--- config.mk ---
export PLATFORM = sky130hd
export DESIGN_NAME = updown_counter
export DESIGN_NICKNAME = d
export VERILOG_FILES = /design/src/updown_counter_pkg.sv /design/src/level_edges.sv /design/src/updown_counter.sv
export SDC_FILE = /design/constraint.sdc
export NUM_CORES = 1
export LEC_CHECK = 0
export ABC_AREA = 1
export BUFFER_PORTS_ARGS = -buffer_cell sky130_fd_sc_hd__buf_2
export CORE_MARGIN = 3
export CORE_UTILIZATION = 45
export DETAILED_ROUTE_END_ITERATION = 10
export PLACE_DENSITY = 0.84
export SLEW_MARGIN = 20
export SYNTH_ARGS = -nofsm -noshare
export SYNTH_HDL_FRONTEND = slang
export SYNTH_HIERARCHICAL = 1
export SYNTH_SLANG_ARGS = --single-unit
--- constraint.sdc ---
create_clock -name clk -period 3.1 [get_ports clk]
set_input_delay 0.155 -clock clk [delete_from_list [all_inputs] [get_ports clk]]
set_output_delay 0.155 -clock clk [all_outputs]
set_load 0.01 [all_outputs]
--- src/updown_counter_pkg.sv ---
// shared constants, types and register map of the up/down counter block
package updown_counter_pkg;

    // ------------------------------------------------------------------
    // counter geometry
    // ------------------------------------------------------------------
    localparam int          CNT_W       = 4;
    localparam logic [3:0]  CNT_TOP     = 4'hf;
    localparam logic [3:0]  CNT_BOTTOM  = 4'h0;
    localparam logic [3:0]  CNT_STEP    = 4'h1;
    localparam logic [3:0]  CNT_RST     = 4'h0;
    localparam logic        FLAG_RST    = 1'b0;
    localparam logic        PULSE_RST   = 1'b1;

    // ------------------------------------------------------------------
    // register map, byte addresses
    // ------------------------------------------------------------------
    localparam int          ADDR_W      = 8;
    localparam logic [7:0]  OFS_STATE   = 8'h00;
    localparam logic [7:0]  OFS_EVENT   = 8'h04;
    localparam logic [7:0]  OFS_CLEAR   = 8'h08;
    localparam logic [7:0]  OFS_ENABLE  = 8'h0c;

    // field positions of the live state register
    localparam int          ST_COUNT_LSB = 0;
    localparam int          ST_FLAG_BIT  = 4;
    localparam int          ST_PULSE_BIT = 5;
    localparam int          ST_DIR_BIT   = 6;
    localparam int          ST_LOAD_BIT  = 7;

    localparam logic [1:0]  RESP_OKAY   = 2'h0;
    localparam logic [1:0]  RESP_SLVERR = 2'h2;
    localparam logic [31:0] RDATA_RST   = 32'h0000_0000;

    // ------------------------------------------------------------------
    // event bits: same layout in event, clear and enable registers
    // ------------------------------------------------------------------
    typedef struct packed {
        logic preset;
        logic cascade;
        logic terminal;
    } evt_s;

    localparam logic [2:0]  EVT_RST     = 3'h0;

    typedef enum logic [0:0] {
        W_IDLE = 1'b0,
        W_RESP = 1'b1
    } wr_state_e;

    typedef enum logic [0:0] {
        R_IDLE = 1'b0,
        R_DATA = 1'b1
    } rd_state_e;

endpackage : updown_counter_pkg

--- src/level_edges.sv ---
// registered copy of a synchronous level with rise and fall strobes
`timescale 1ns/1ps
module level_edges (
    input  wire logic clk,
    input  wire logic rst_b,
    input  wire logic level,
    output logic      rise,
    output logic      fall
);

    logic prev_q;
    logic prev_d;

    always_comb begin
        prev_d = level;
    end

    always_ff @(posedge clk or negedge rst_b) begin
        if (!rst_b) begin
            prev_q <= 1'b0;
        end else begin
            prev_q <= prev_d;
        end
    end

    // strobes are combinational so the caller reacts in the same cycle
    assign rise = level & ~prev_q;
    assign fall = ~level & prev_q;

endmodule : level_edges

--- src/updown_counter.sv ---
// four-bit up/down counter with preset, terminal flag, cascade pulse and axi4-lite access
//
// Functional notes
// four-bit count wraps modulo sixteen both up and down
// low preset_load_n copies preset_value into the count
// preset overrides enable, direction and clock
// counting happens only on a rising count_clock edge
// count_enable_n high holds the count
// direction_sel low counts up, high counts down
// enable and direction may change at either clock level
// terminal_flag high at 15 counting up or 0 counting down
// terminal_flag is decoded from count and direction only
// terminal_flag is not gated by count_enable_n
// outside logic must not clock on terminal_flag
// enabled terminal count drives cascade_pulse_n low from clock fall to rise
// preset, disable or low flag force cascade_pulse_n high
// cascade pulse may clock the next stage in a ripple chain
// shared clock cascade needs low phase longer than carry ripple
// cascade_pulse_n returns high right after count_clock rises
// look-ahead stages build enables from earlier flags plus global enable
// after preset release counting resumes from the preset value
`timescale 1ns/1ps
module updown_counter (
    input  wire logic        clk,
    input  wire logic        rst_b,
    input  wire logic        count_clock,
    input  wire logic        count_enable_n,
    input  wire logic        direction_sel,
    input  wire logic        preset_load_n,
    input  wire logic [3:0]  preset_value,
    output logic      [3:0]  count_value,
    output logic             terminal_flag,
    output logic             cascade_pulse_n,
    output logic             irq,
    input  wire logic [7:0]  s_axi_awaddr,
    input  wire logic        s_axi_awvalid,
    output logic             s_axi_awready,
    input  wire logic [31:0] s_axi_wdata,
    input  wire logic [3:0]  s_axi_wstrb,
    input  wire logic        s_axi_wvalid,
    output logic             s_axi_wready,
    output logic      [1:0]  s_axi_bresp,
    output logic             s_axi_bvalid,
    input  wire logic        s_axi_bready,
    input  wire logic [7:0]  s_axi_araddr,
    input  wire logic        s_axi_arvalid,
    output logic             s_axi_arready,
    output logic      [31:0] s_axi_rdata,
    output logic      [1:0]  s_axi_rresp,
    output logic             s_axi_rvalid,
    input  wire logic        s_axi_rready
);

    // ------------------------------------------------------------------
    // helpers
    // ------------------------------------------------------------------
    function automatic logic is_mapped(input logic [7:0] addr);
        return (addr == updown_counter_pkg::OFS_STATE)  ||
               (addr == updown_counter_pkg::OFS_EVENT)  ||
               (addr == updown_counter_pkg::OFS_CLEAR)  ||
               (addr == updown_counter_pkg::OFS_ENABLE);
    endfunction : is_mapped

    function automatic logic flag_of(input logic [3:0] cnt, input logic down);
        return (!down && cnt == updown_counter_pkg::CNT_TOP) ||
               (down && cnt == updown_counter_pkg::CNT_BOTTOM);
    endfunction : flag_of

    // ------------------------------------------------------------------
    // clock and preset edges
    // ------------------------------------------------------------------
    logic cp_rise;
    logic cp_fall;
    logic load_fall;

    level_edges u_cp_edges (
        .clk   (clk),
        .rst_b (rst_b),
        .level (count_clock),
        .rise  (cp_rise),
        .fall  (cp_fall)
    );

    level_edges u_load_edges (
        .clk   (clk),
        .rst_b (rst_b),
        .level (preset_load_n),
        .rise  (),
        .fall  (load_fall)
    );

    // ------------------------------------------------------------------
    // counter, terminal flag and cascade pulse
    // ------------------------------------------------------------------
    logic [3:0] count_q;
    logic [3:0] count_d;
    logic       flag_q;
    logic       flag_d;
    logic       pulse_q;
    logic       pulse_d;

    always_comb begin
        count_d = count_q;
        if (!preset_load_n) begin
            count_d = preset_value;
        end else if (cp_rise && !count_enable_n) begin
            if (direction_sel) begin
                count_d = count_q - updown_counter_pkg::CNT_STEP;
            end else begin
                count_d = count_q + updown_counter_pkg::CNT_STEP;
            end
        end
        // flag ignores the enable so look-ahead chains can gate it outside
        flag_d = flag_of(count_d, direction_sel);
        pulse_d = pulse_q;
        if (!preset_load_n || count_enable_n || !flag_q) begin
            pulse_d = 1'b1;
        end else if (cp_fall) begin
            pulse_d = 1'b0;
        end else if (cp_rise) begin
            pulse_d = 1'b1;
        end
    end

    always_ff @(posedge clk or negedge rst_b) begin
        if (!rst_b) begin
            count_q <= updown_counter_pkg::CNT_RST;
            flag_q  <= updown_counter_pkg::FLAG_RST;
            pulse_q <= updown_counter_pkg::PULSE_RST;
        end else begin
            count_q <= count_d;
            flag_q  <= flag_d;
            pulse_q <= pulse_d;
        end
    end

    assign count_value     = count_q;
    assign terminal_flag   = flag_q;
    assign cascade_pulse_n = pulse_q;

    // ------------------------------------------------------------------
    // events and interrupt
    // ------------------------------------------------------------------
    updown_counter_pkg::evt_s evt_q;
    updown_counter_pkg::evt_s evt_d;
    updown_counter_pkg::evt_s ena_q;
    updown_counter_pkg::evt_s ena_d;
    updown_counter_pkg::evt_s hit;
    updown_counter_pkg::evt_s clr;
    logic                     irq_q;
    logic                     irq_d;

    // ------------------------------------------------------------------
    // axi4-lite slave
    // ------------------------------------------------------------------
    updown_counter_pkg::wr_state_e wst_q;
    updown_counter_pkg::wr_state_e wst_d;
    updown_counter_pkg::rd_state_e rst_q;
    updown_counter_pkg::rd_state_e rst_d;
    logic        aw_got_q;
    logic        aw_got_d;
    logic        w_got_q;
    logic        w_got_d;
    logic [7:0]  waddr_q;
    logic [7:0]  waddr_d;
    logic [31:0] wdata_q;
    logic [31:0] wdata_d;
    logic [3:0]  wstrb_q;
    logic [3:0]  wstrb_d;
    logic        awready_q;
    logic        awready_d;
    logic        wready_q;
    logic        wready_d;
    logic        bvalid_q;
    logic        bvalid_d;
    logic [1:0]  bresp_q;
    logic [1:0]  bresp_d;
    logic        arready_q;
    logic        arready_d;
    logic        rvalid_q;
    logic        rvalid_d;
    logic [1:0]  rresp_q;
    logic [1:0]  rresp_d;
    logic [31:0] rdata_q;
    logic [31:0] rdata_d;
    logic        wr_fire;

    always_comb begin
        wst_d     = wst_q;
        aw_got_d  = aw_got_q;
        w_got_d   = w_got_q;
        waddr_d   = waddr_q;
        wdata_d   = wdata_q;
        wstrb_d   = wstrb_q;
        bvalid_d  = bvalid_q;
        bresp_d   = bresp_q;
        clr       = updown_counter_pkg::EVT_RST;
        ena_d     = ena_q;
        wr_fire   = 1'b0;
        if (s_axi_awvalid && awready_q) begin
            aw_got_d = 1'b1;
            waddr_d  = s_axi_awaddr;
        end
        if (s_axi_wvalid && wready_q) begin
            w_got_d = 1'b1;
            wdata_d = s_axi_wdata;
            wstrb_d = s_axi_wstrb;
        end
        case (wst_q)
            updown_counter_pkg::W_IDLE: begin
                if (aw_got_q && w_got_q) begin
                    wr_fire  = 1'b1;
                    aw_got_d = 1'b0;
                    w_got_d  = 1'b0;
                    bvalid_d = 1'b1;
                    wst_d    = updown_counter_pkg::W_RESP;
                    bresp_d  = is_mapped(waddr_q) ? updown_counter_pkg::RESP_OKAY
                                                  : updown_counter_pkg::RESP_SLVERR;
                end
            end
            updown_counter_pkg::W_RESP: begin
                if (s_axi_bready) begin
                    bvalid_d = 1'b0;
                    wst_d    = updown_counter_pkg::W_IDLE;
                end
            end
            default: begin
                wst_d = updown_counter_pkg::W_IDLE;
            end
        endcase
        if (wr_fire && wstrb_q[0]) begin
            if (waddr_q == updown_counter_pkg::OFS_CLEAR) begin
                clr = wdata_q[2:0];
            end
            if (waddr_q == updown_counter_pkg::OFS_ENABLE) begin
                ena_d = wdata_q[2:0];
            end
        end
        awready_d = !aw_got_d;
        wready_d  = !w_got_d;
    end

    always_comb begin
        rst_d     = rst_q;
        arready_d = arready_q;
        rvalid_d  = rvalid_q;
        rresp_d   = rresp_q;
        rdata_d   = rdata_q;
        case (rst_q)
            updown_counter_pkg::R_IDLE: begin
                arready_d = 1'b1;
                if (s_axi_arvalid && arready_q) begin
                    arready_d = 1'b0;
                    rvalid_d  = 1'b1;
                    rst_d     = updown_counter_pkg::R_DATA;
                    rresp_d   = is_mapped(s_axi_araddr) ? updown_counter_pkg::RESP_OKAY
                                                        : updown_counter_pkg::RESP_SLVERR;
                    rdata_d   = updown_counter_pkg::RDATA_RST;
                    case (s_axi_araddr)
                        updown_counter_pkg::OFS_STATE: begin
                            rdata_d[updown_counter_pkg::ST_COUNT_LSB +: 4] = count_q;
                            rdata_d[updown_counter_pkg::ST_FLAG_BIT]  = flag_q;
                            rdata_d[updown_counter_pkg::ST_PULSE_BIT] = pulse_q;
                            rdata_d[updown_counter_pkg::ST_DIR_BIT]   = direction_sel;
                            rdata_d[updown_counter_pkg::ST_LOAD_BIT]  = preset_load_n;
                        end
                        updown_counter_pkg::OFS_EVENT: begin
                            rdata_d[2:0] = evt_q;
                        end
                        updown_counter_pkg::OFS_ENABLE: begin
                            rdata_d[2:0] = ena_q;
                        end
                        default: begin
                            rdata_d = updown_counter_pkg::RDATA_RST;
                        end
                    endcase
                end
            end
            updown_counter_pkg::R_DATA: begin
                if (s_axi_rready) begin
                    rvalid_d  = 1'b0;
                    arready_d = 1'b1;
                    rst_d     = updown_counter_pkg::R_IDLE;
                end
            end
            default: begin
                rst_d = updown_counter_pkg::R_IDLE;
            end
        endcase
    end

    always_comb begin
        hit.terminal = flag_d & ~flag_q;
        hit.cascade  = ~pulse_d & pulse_q;
        hit.preset   = load_fall;
        // a new event beats a clear landing in the same cycle
        evt_d = (evt_q & ~clr) | hit;
        irq_d = |(evt_d & ena_d);
    end

    always_ff @(posedge clk or negedge rst_b) begin
        if (!rst_b) begin
            wst_q     <= updown_counter_pkg::W_IDLE;
            rst_q     <= updown_counter_pkg::R_IDLE;
            aw_got_q  <= 1'b0;
            w_got_q   <= 1'b0;
            waddr_q   <= 8'h00;
            wdata_q   <= 32'h0000_0000;
            wstrb_q   <= 4'h0;
            awready_q <= 1'b0;
            wready_q  <= 1'b0;
            bvalid_q  <= 1'b0;
            bresp_q   <= updown_counter_pkg::RESP_OKAY;
            arready_q <= 1'b0;
            rvalid_q  <= 1'b0;
            rresp_q   <= updown_counter_pkg::RESP_OKAY;
            rdata_q   <= updown_counter_pkg::RDATA_RST;
            evt_q     <= updown_counter_pkg::EVT_RST;
            ena_q     <= updown_counter_pkg::EVT_RST;
            irq_q     <= 1'b0;
        end else begin
            wst_q     <= wst_d;
            rst_q     <= rst_d;
            aw_got_q  <= aw_got_d;
            w_got_q   <= w_got_d;
            waddr_q   <= waddr_d;
            wdata_q   <= wdata_d;
            wstrb_q   <= wstrb_d;
            awready_q <= awready_d;
            wready_q  <= wready_d;
            bvalid_q  <= bvalid_d;
            bresp_q   <= bresp_d;
            arready_q <= arready_d;
            rvalid_q  <= rvalid_d;
            rresp_q   <= rresp_d;
            rdata_q   <= rdata_d;
            evt_q     <= evt_d;
            ena_q     <= ena_d;
            irq_q     <= irq_d;
        end
    end

    assign s_axi_awready = awready_q;
    assign s_axi_wready  = wready_q;
    assign s_axi_bvalid  = bvalid_q;
    assign s_axi_bresp   = bresp_q;
    assign s_axi_arready = arready_q;
    assign s_axi_rvalid  = rvalid_q;
    assign s_axi_rresp   = rresp_q;
    assign s_axi_rdata   = rdata_q;
    assign irq           = irq_q;
endmodule : updown_counter

Word-level counts from Yosys, hierarchy flattened
Index checks and enable logic that the tools add are counted.
{ "word_totals": {"elab_cells": 123, "ff_bits": 48, "input_bits": 67, "output_inout_bits": 48} }
{ "classes": {"bitwise_logic": 16, "addsub": 2, "mux": 36, "reduce_logical": 31, "eq_ne": 11} }
{ "op_table": {"columns": ["operator", "n"], "rows": [
  ["8-bit by 4-bit == test with 1-bit output, second input constant", 4],
  ["1-bit two-way mux", 20],
  ["8-bit by 3-bit == test with 1-bit output, second input constant", 2],
  ["8-bit logical NOT", 2],
  ["3-bit two-way mux", 4],
  ["4-bit two-way mux", 3],
  ["1-bit one-hot mux with 2 select lines", 5],
  ["1-bit logical OR", 9],
  ["3-bit one-hot mux with 3 select lines", 1],
  ["1-bit logical AND", 8],
  ["2-bit inequality test, second input constant", 4],
  ["2-bit AND reduction", 4],
  ["1-bit NOT", 7],
  ["3-bit bitwise AND", 2],
  ["1-bit logical NOT", 6],
  ["1-bit bitwise AND", 5],
  ["5-bit two-way mux", 1],
  ["4-bit by 1-bit adder with 4-bit output, second input constant", 1],
  ["4-bit == test, second input constant", 1],
  ["4-bit logical NOT", 1],
  ["2-bit two-way mux", 2],
  ["4-bit by 1-bit subtractor with 4-bit output, second input constant", 1],
  ["3-bit NOT", 1],
  ["3-bit bitwise OR", 1],
  ["3-bit OR reduction", 1]
]} }

Logic depth before layout (Yosys ltp)
Gate-level depths: netlist of the first run.
{ "logic_depth": {"ltp_word": 12, "ltp_mapped": 16, "mapped_depth_nobuf": 16} }

By module
The synthesis of the first run kept the hierarchy.
{ "by_module_without_submodules": {"columns": ["mod", "seq_area_each_um2", "n_inst", "cells_each", "area_per_inst_um2"], "rows": [
  ["updown_counter", 1102.3, 1, 271, 2227.1],
  ["level_edges", 25.0, 2, 5, 40.0]
]} }

Worst setup path after synthesis of the first run
Ideal clock, no wire load.
{ "synth_path": {"path_type": "reg2reg", "startpoint": "reg count_q[0] (netlist: count_value[0])", "endpoint": "reg irq_q (netlist: irq)", "setup_ps": 65, "period_less_slack_ps": 1755, "stages_incl_launch_ff": 15, "setup_slack_ps": 1345, "t_arrival_ps": 1690, "t_required_ps": 3035, "n_path_buf": 0, "path_cell_list": "dfrtp_1 > inv_1 > fa_1 > nand3_1 > nand3_1 > nand2_2 > inv_1 > nand2_1 > nor2_1 > nand2_1 > nand2_2 > nand2_2 > nand2_2 > nand2_1 > nand2_1"} }
{ "synth_rtl": {"columns": ["item", "line", "text"], "rows": [
  ["from (decl)", "updown_counter.sv:95", "logic [3:0] count_q;"],
  ["from (signal assigned)", "updown_counter.sv:127", "count_q <= updown_counter_pkg::CNT_RST;"],
  ["from (signal assigned)", "updown_counter.sv:131", "count_q <= count_d;"],
  ["to (signal assigned)", "updown_counter.sv:339", "irq_q <= irq_d;"],
  ["to (decl)", "updown_counter.sv:150", "logic irq_q;"]
]} }

==> metrics.txt, run 1 <==
Flop pwr share=50.6%; Critical Path AT=2.17 ns; Vias/cell=4.523; Synth Cell Area=roughly 2300 µm²; leak pwr=~0.0015 µW; DIE WIDTH=between 70 and 80 µm; clk root buf=clkbuf_8; post-layout net count=411; fin util=55.19%; Max Clock Freq=0.5178 GHz; Cell Rows=25; Clk pwr share=between 20 and 25%; CP endpoint kind=register; initial antenna violation count=0; total CTS buffers=5; Critical Path Start Type=register; CP Class=register to register; DRC=0; GPL Wtd Cong=between 0.8 and 0.9; # port buffers=56; Worst Path Required=3.34 ns; CTS tree=done; initial core utilization=47.74%; CP max FO=5; clk_lat worst skew=0.29 ns; Mean Syn Cell Area=8.243 µm²; Tot GR Track Use=between 10% and 20%; Period Utilization, post-route=between 60% and 70%; slack of the critical path=approximately 1.2 ns; post-CTS setup buffers=0; clock buffer depth=2; core area=4817 µm²; min-delay worst type=input pin to asynchronous set/reset pin; vias in the first global route=1706; first-pass GRT wire length=~7.6 mm; setup TNS=0 ns; Int Pwr=1124 µW; Total Wirelength=approximately 4.4 mm; die area=6004 µm²; Period minus WS final=a little under 2 ns; status=completed; share of post-route cells with drive strength above 1=between 20% and 30%; H-tree Lvls=2; skew final=between 0.004 and 0.005 ns; post-DR wirelength/cell=10.87 µm; PwrDens=approximately 640 nW/µm²; num ports=between 100 and 150; Worst Max-Slew Pin Slew=between 0.9 and 1 ns; largest net degree at the start of global routing=47; global route total overflow=0; drt initial violations=between 70 and 80; Comb power frac=around 28%; placed cell area=2559 µm²; total number of vias=roughly 1900; fin area=2659 µm²; DP Wirelength=3.435 mm; yosys warns=6; Synth-to-Final Area Change=15.61%; n_diodes=0; RSZ-0062 raised after global routing=false; post-route ant nets=0; Peak VDD IR=around 450 µV; max-slew headroom at the worst pin=approximately 34%; NetSw=~590 µW; Final setup viols=0; Worst-path clk slew=0.08 ns; worst slack, placed=1.186 ns; cells after synthesis=roughly 280; chip height=77.49 µm; switch share=34.25%; clk sinks=46; Max Cap Viol=0; Slew Viols, Final=0; final hold vios=0; drt pass-1 iters=4
layout make-up:
class                      instances  area, µm²
clock buffer                       8      90.09
inverter                          40      150.1
fill                             453       2158
multi-input combinational        191      892.1
sequential                        46       1152
timing repair buffer              57      290.3
tap                               67      83.83
final timing paths:
path,endpoint,cells past startpoint,from,slack (ns)
max,irq,15,count_value[0],1.17
min,wst_q,1,rst_b,0.02
max reg2reg,irq,15,count_value[0],1.17
min reg2reg,s_axi_rvalid,1,rst_q,0.46
max in group asynchronous,rst_q,1,rst_b,2.46
min in group clk,s_axi_bvalid,2,s_axi_bready,0.04
state kept, by name (all words and copies together) (netlist names), 3 cells and up:
name and cells:
count_value 4, ena_q 3, evt_q 3, s_axi_rdata 8, waddr_q 8, wdata_q 3
power groups by stage:
| stage | Combinational (µW) | Clock [µW] | Sequential (µW) |
|---|---|---|---|
| 6_report | 475 | 370 | 864 |
| 5_1_grt | 556 | 404 | 886 |
| 4_1_cts | 481 | 374 | 864 |
| 3_5_place_dp | 477 | 0 | 873 |
| 3_3_place_gp | 460 | 0 | 865 |
| 2_1_floorplan | 317 | 0 | 883 |
layer usage:
| metal | routed length [µm] | up-vias | track usage (%) |
|---|---|---|---|
| met5 | 0 | - | 0 |
| met4 | 36 | 0 | 3.203 |
| met3 | 380 | 5 | 6.265 |
| met2 | 2033 | 65 | 24.44 |
| met1 | 1994 | 839 | 20.62 |
| li1 | - | 941 | - |
placed cells by master, fill, tap and decap left out, drive strengths merged:
cell	count
clkinv	1
clkbuf	8
nor2	19
fa	1
nand3	13
conb	26
nor3	1
o2111ai	1
inv	39
ha	2
dfrtp	45
or2	4
nand3b	1
o31ai	5
dlygate4sd3	1
a21oi	7
nor4	1
dfstp	1
o21ai	22
nand2	87
nand4	1
buf	56
stage by stage:
step / power [µW] / hold slack [ns] / std cells
after floorplan: 1199 / -0.1406 / 304
after global placement: 1326 / 0.2936 / 400
after detailed placement: 1350 / 0.2994 / 400
after CTS: 1719 / 0.03237 / 409
after global routing: 1847 / 0.02225 / 409
final: 1709 / 0.02307 / 409
worst max-delay path: stages, from the launching register on:
cell,delay (ns)
dfrtp_1,0.43
inv_1,0.10
fa_1,0.41
nand2_1,0.07
inv_1,0.03
o21ai_0,0.14
nand2_1,0.09
nand2_1,0.08
nand2_1,0.06
nor2_1,0.10
nand2_1,0.08
nand2_2,0.07
nand2_2,0.05
nand2_2,0.06
nand2_1,0.05
nand2_1,0.06
timing repair:
| item | CTS | global route |
|---|---|---|
| resized for setup | 0 | 0 |
| hold buffers | 1 | 0 |
| hold endpoints to repair | 1 | 0 |
| setup endpoints to repair | 0 | 0 |
No activity file was read; power rests on OpenSTA's default activity.
==> run 2: changes to the inputs <==
==> constraint.sdc (replaced) <==
create_clock -name clk -period 2 [get_ports clk]
set_input_delay 0.1 -clock clk [delete_from_list [all_inputs] [get_ports clk]]
set_output_delay 0.1 -clock clk [all_outputs]
set_load 0.01 [all_outputs]
==> metrics.txt, run 2 (synthesized netlist as in run 1, its figures left out) <==
status=completed; DIE WIDTH=77.49 µm (unchanged); leak pwr=0.001532 µW (+4.3%); commonest non-fill, non-tap cell in the layout=nand2_1; CP max FO=3 (-2); drt initial violations=84 (+14%); kind of cell adding the most delay to the critical path=simple AND/OR/NAND/NOR gates; Total Power=2690 µW (+57%); Synth-to-Final Area Change=22.14%; max-slew headroom at the worst pin=56.59% (+23 points); DRC=0 (unchanged); largest net degree at the start of global routing=47 (unchanged); initial antenna violation count=0 (unchanged); total CTS buffers=5 (unchanged); Critical Path AT=2.06 ns (-0.11 ns); CP max-delay cell=fa_2; Final setup viols=0 (unchanged); Slew Viols, Final=0 (unchanged); Critical Path Start Type=register; Worst Max-Slew Pin Slew=0.6493 ns (-0.3450 ns); met2 WL=2.266 mm (+11%); CP Class=register to register; Hold Crit Start=s_axi_wdata[2]; clk_lat worst skew=0.30 ns (about the same); total number of vias=1927 (+4.2%); Max Cap Viol=0 (unchanged); hold path depth=3; Cell Chain, Critical Path=inv_2, fa_2, nand3_2, nand3_2, nand2_2, inv_1, nand2_1, nor2_1, nand2_1, nand2_2, nand2_2, nand2_2, nand2_1, nand2_1; Tot GR Track Use=16.16% (+0.52 points); clk root buf=clkbuf_8; number of fill cells=428 (-5.5%); Total Wirelength=4.621 mm (+4.0%); n_diodes=0 (unchanged); GPL Wtd Cong=0.8455 (+1.6%); Period minus WS final=1.816 ns (-0.1149 ns); commonest cells after routing, fill and taps aside=nand2_1, buf_2, dfrtp_1, inv_1, conb_1; first-pass GRT wire length=7.886 mm (+4.4%); fin util=58.31% (+3.1 points); WHS Endpoint=wdata_q[2]; Worst-path clk slew=0.08 ns (about the same); worst r2r dst=irq; H-tree Lvls=2 (unchanged); max layer used=met4; met3 routed WL=355 µm (-6.6%); post-layout net count=425 (+3.4%); num ports=115 (unchanged); Peak VDD IR=645.2 µV (+42%); share of post-route cells with drive strength above 1=25.56% (+2.2 points); worst path buffer plus inverter count=2 (unchanged); CTS tree=done; initial core utilization=47.74% (unchanged); Reg2Reg Depth=14 (-1); Vias/cell=4.556 (+0.71%); detailed-routing wirelength on met1=1.951 mm (-2.2%); core area=4817 µm² (unchanged); worst r2r src=count_value[0]; # port buffers=56 (unchanged); drt pass-1 iters=4 (unchanged); Period Utilization, post-route=90.82% (+29 points); skew final=0.002903 ns (-0.001280 ns); r2r setup slk=0.18 ns (-0.99 ns); global route total overflow=0 (unchanged); Worst Path Required=2.24 ns (-1.10 ns); post-DR wirelength/cell=10.92 µm (+0.52%); min-delay worst type=input pin to register; Cell Rows=25 (unchanged); final hold vios=0 (unchanged); chip height=77.49 µm (unchanged); Max Clock Freq=0.5505 GHz (+6.3%); die area=6004 µm² (unchanged); worst hold margin=0.01213 ns (-0.01094 ns); post-route ant nets=0 (unchanged); setup TNS=0 ns (unchanged); DP Wirelength=3.454 mm (+0.56%); clk sinks=46 (unchanged); vias in the first global route=1843 (+8.0%); CP endpoint kind=register; PwrDens=957.6 nW/µm² (+49%); critical path's largest stage delay=0.55 ns (+0.12 ns); clock buffer depth=2 (unchanged)
[run 2: timing repair]
item | in CTS | in global routing
hold endpoints to repair | 56 | 0
buffers inserted | 0 | 1
gates resized for setup | 0 | 5
setup endpoints to repair | 0 | 1
hold buffers | 11 | 0
[run 2: how the worst max path moves through the flow]
stage | depth (start not counted) | slack (ns) | start | end
final | 14 | 0.18 | count_value[0] | irq
after global routing | 14 | -0.008 | count_value[0] | irq
after CTS | 15 | 0.16 | count_value[0] | irq
after detailed placement | 15 | 0.19 | count_value[0] | irq
after global placement | 15 | 0.25 | count_value[0] | irq
after floorplan | 14 | 0.25 | count_value[0] | irq
[run 2: cell type report]
class | count | area, µm² | area share (%)
Sequential cell | 46 | 1152 | 41.02
Multi-Input combinational cell | 191 | 907.1 | 32.29
Timing Repair Buffer | 71 | 420.4 | 14.97
Inverter | 40 | 150.1 | 5.345
Tap cell | 67 | 83.83 | 2.984
Clock buffer | 6 | 82.58 | 2.940
Clock inverter | 2 | 12.51 | 0.4454
[run 2: metal layers]
metal,global-route usage (%),up-vias
met5,0,-
met4,4.804,0
met3,4.756,6
met2,27.63,69
met1,19.71,883
li1,-,969
[run 2: power breakdown]
part	switching [µW]	internal, µW	total [µW]	leakage (µW)
logic	486	289	775	0.000921
registers	136	1190	1330	0.000564
clock network	306	278	584	0.0000472
total	928	1760	2690	0.00153
[run 2: through the flow]
step	cells	setup slack, ns	cell area (µm²)
2_1_floorplan	304	0.2453	2394
3_3_place_gp	403	0.2454	2581
3_5_place_dp	403	0.1934	2581
4_1_cts	422	0.1597	2786
5_1_grt	423	-0.008006	2809
6_report	423	0.1836	2809
[run 2: worst reg2reg max path: stages, from the launching register on]
cell,delay (ns)
dfrtp_1,0.38
inv_2,0.06
fa_2,0.55
nand3_2,0.08
nand3_2,0.07
nand2_2,0.06
inv_1,0.05
nand2_1,0.05
nor2_1,0.11
nand2_1,0.07
nand2_2,0.07
nand2_2,0.05
nand2_2,0.06
nand2_1,0.04
nand2_1,0.06
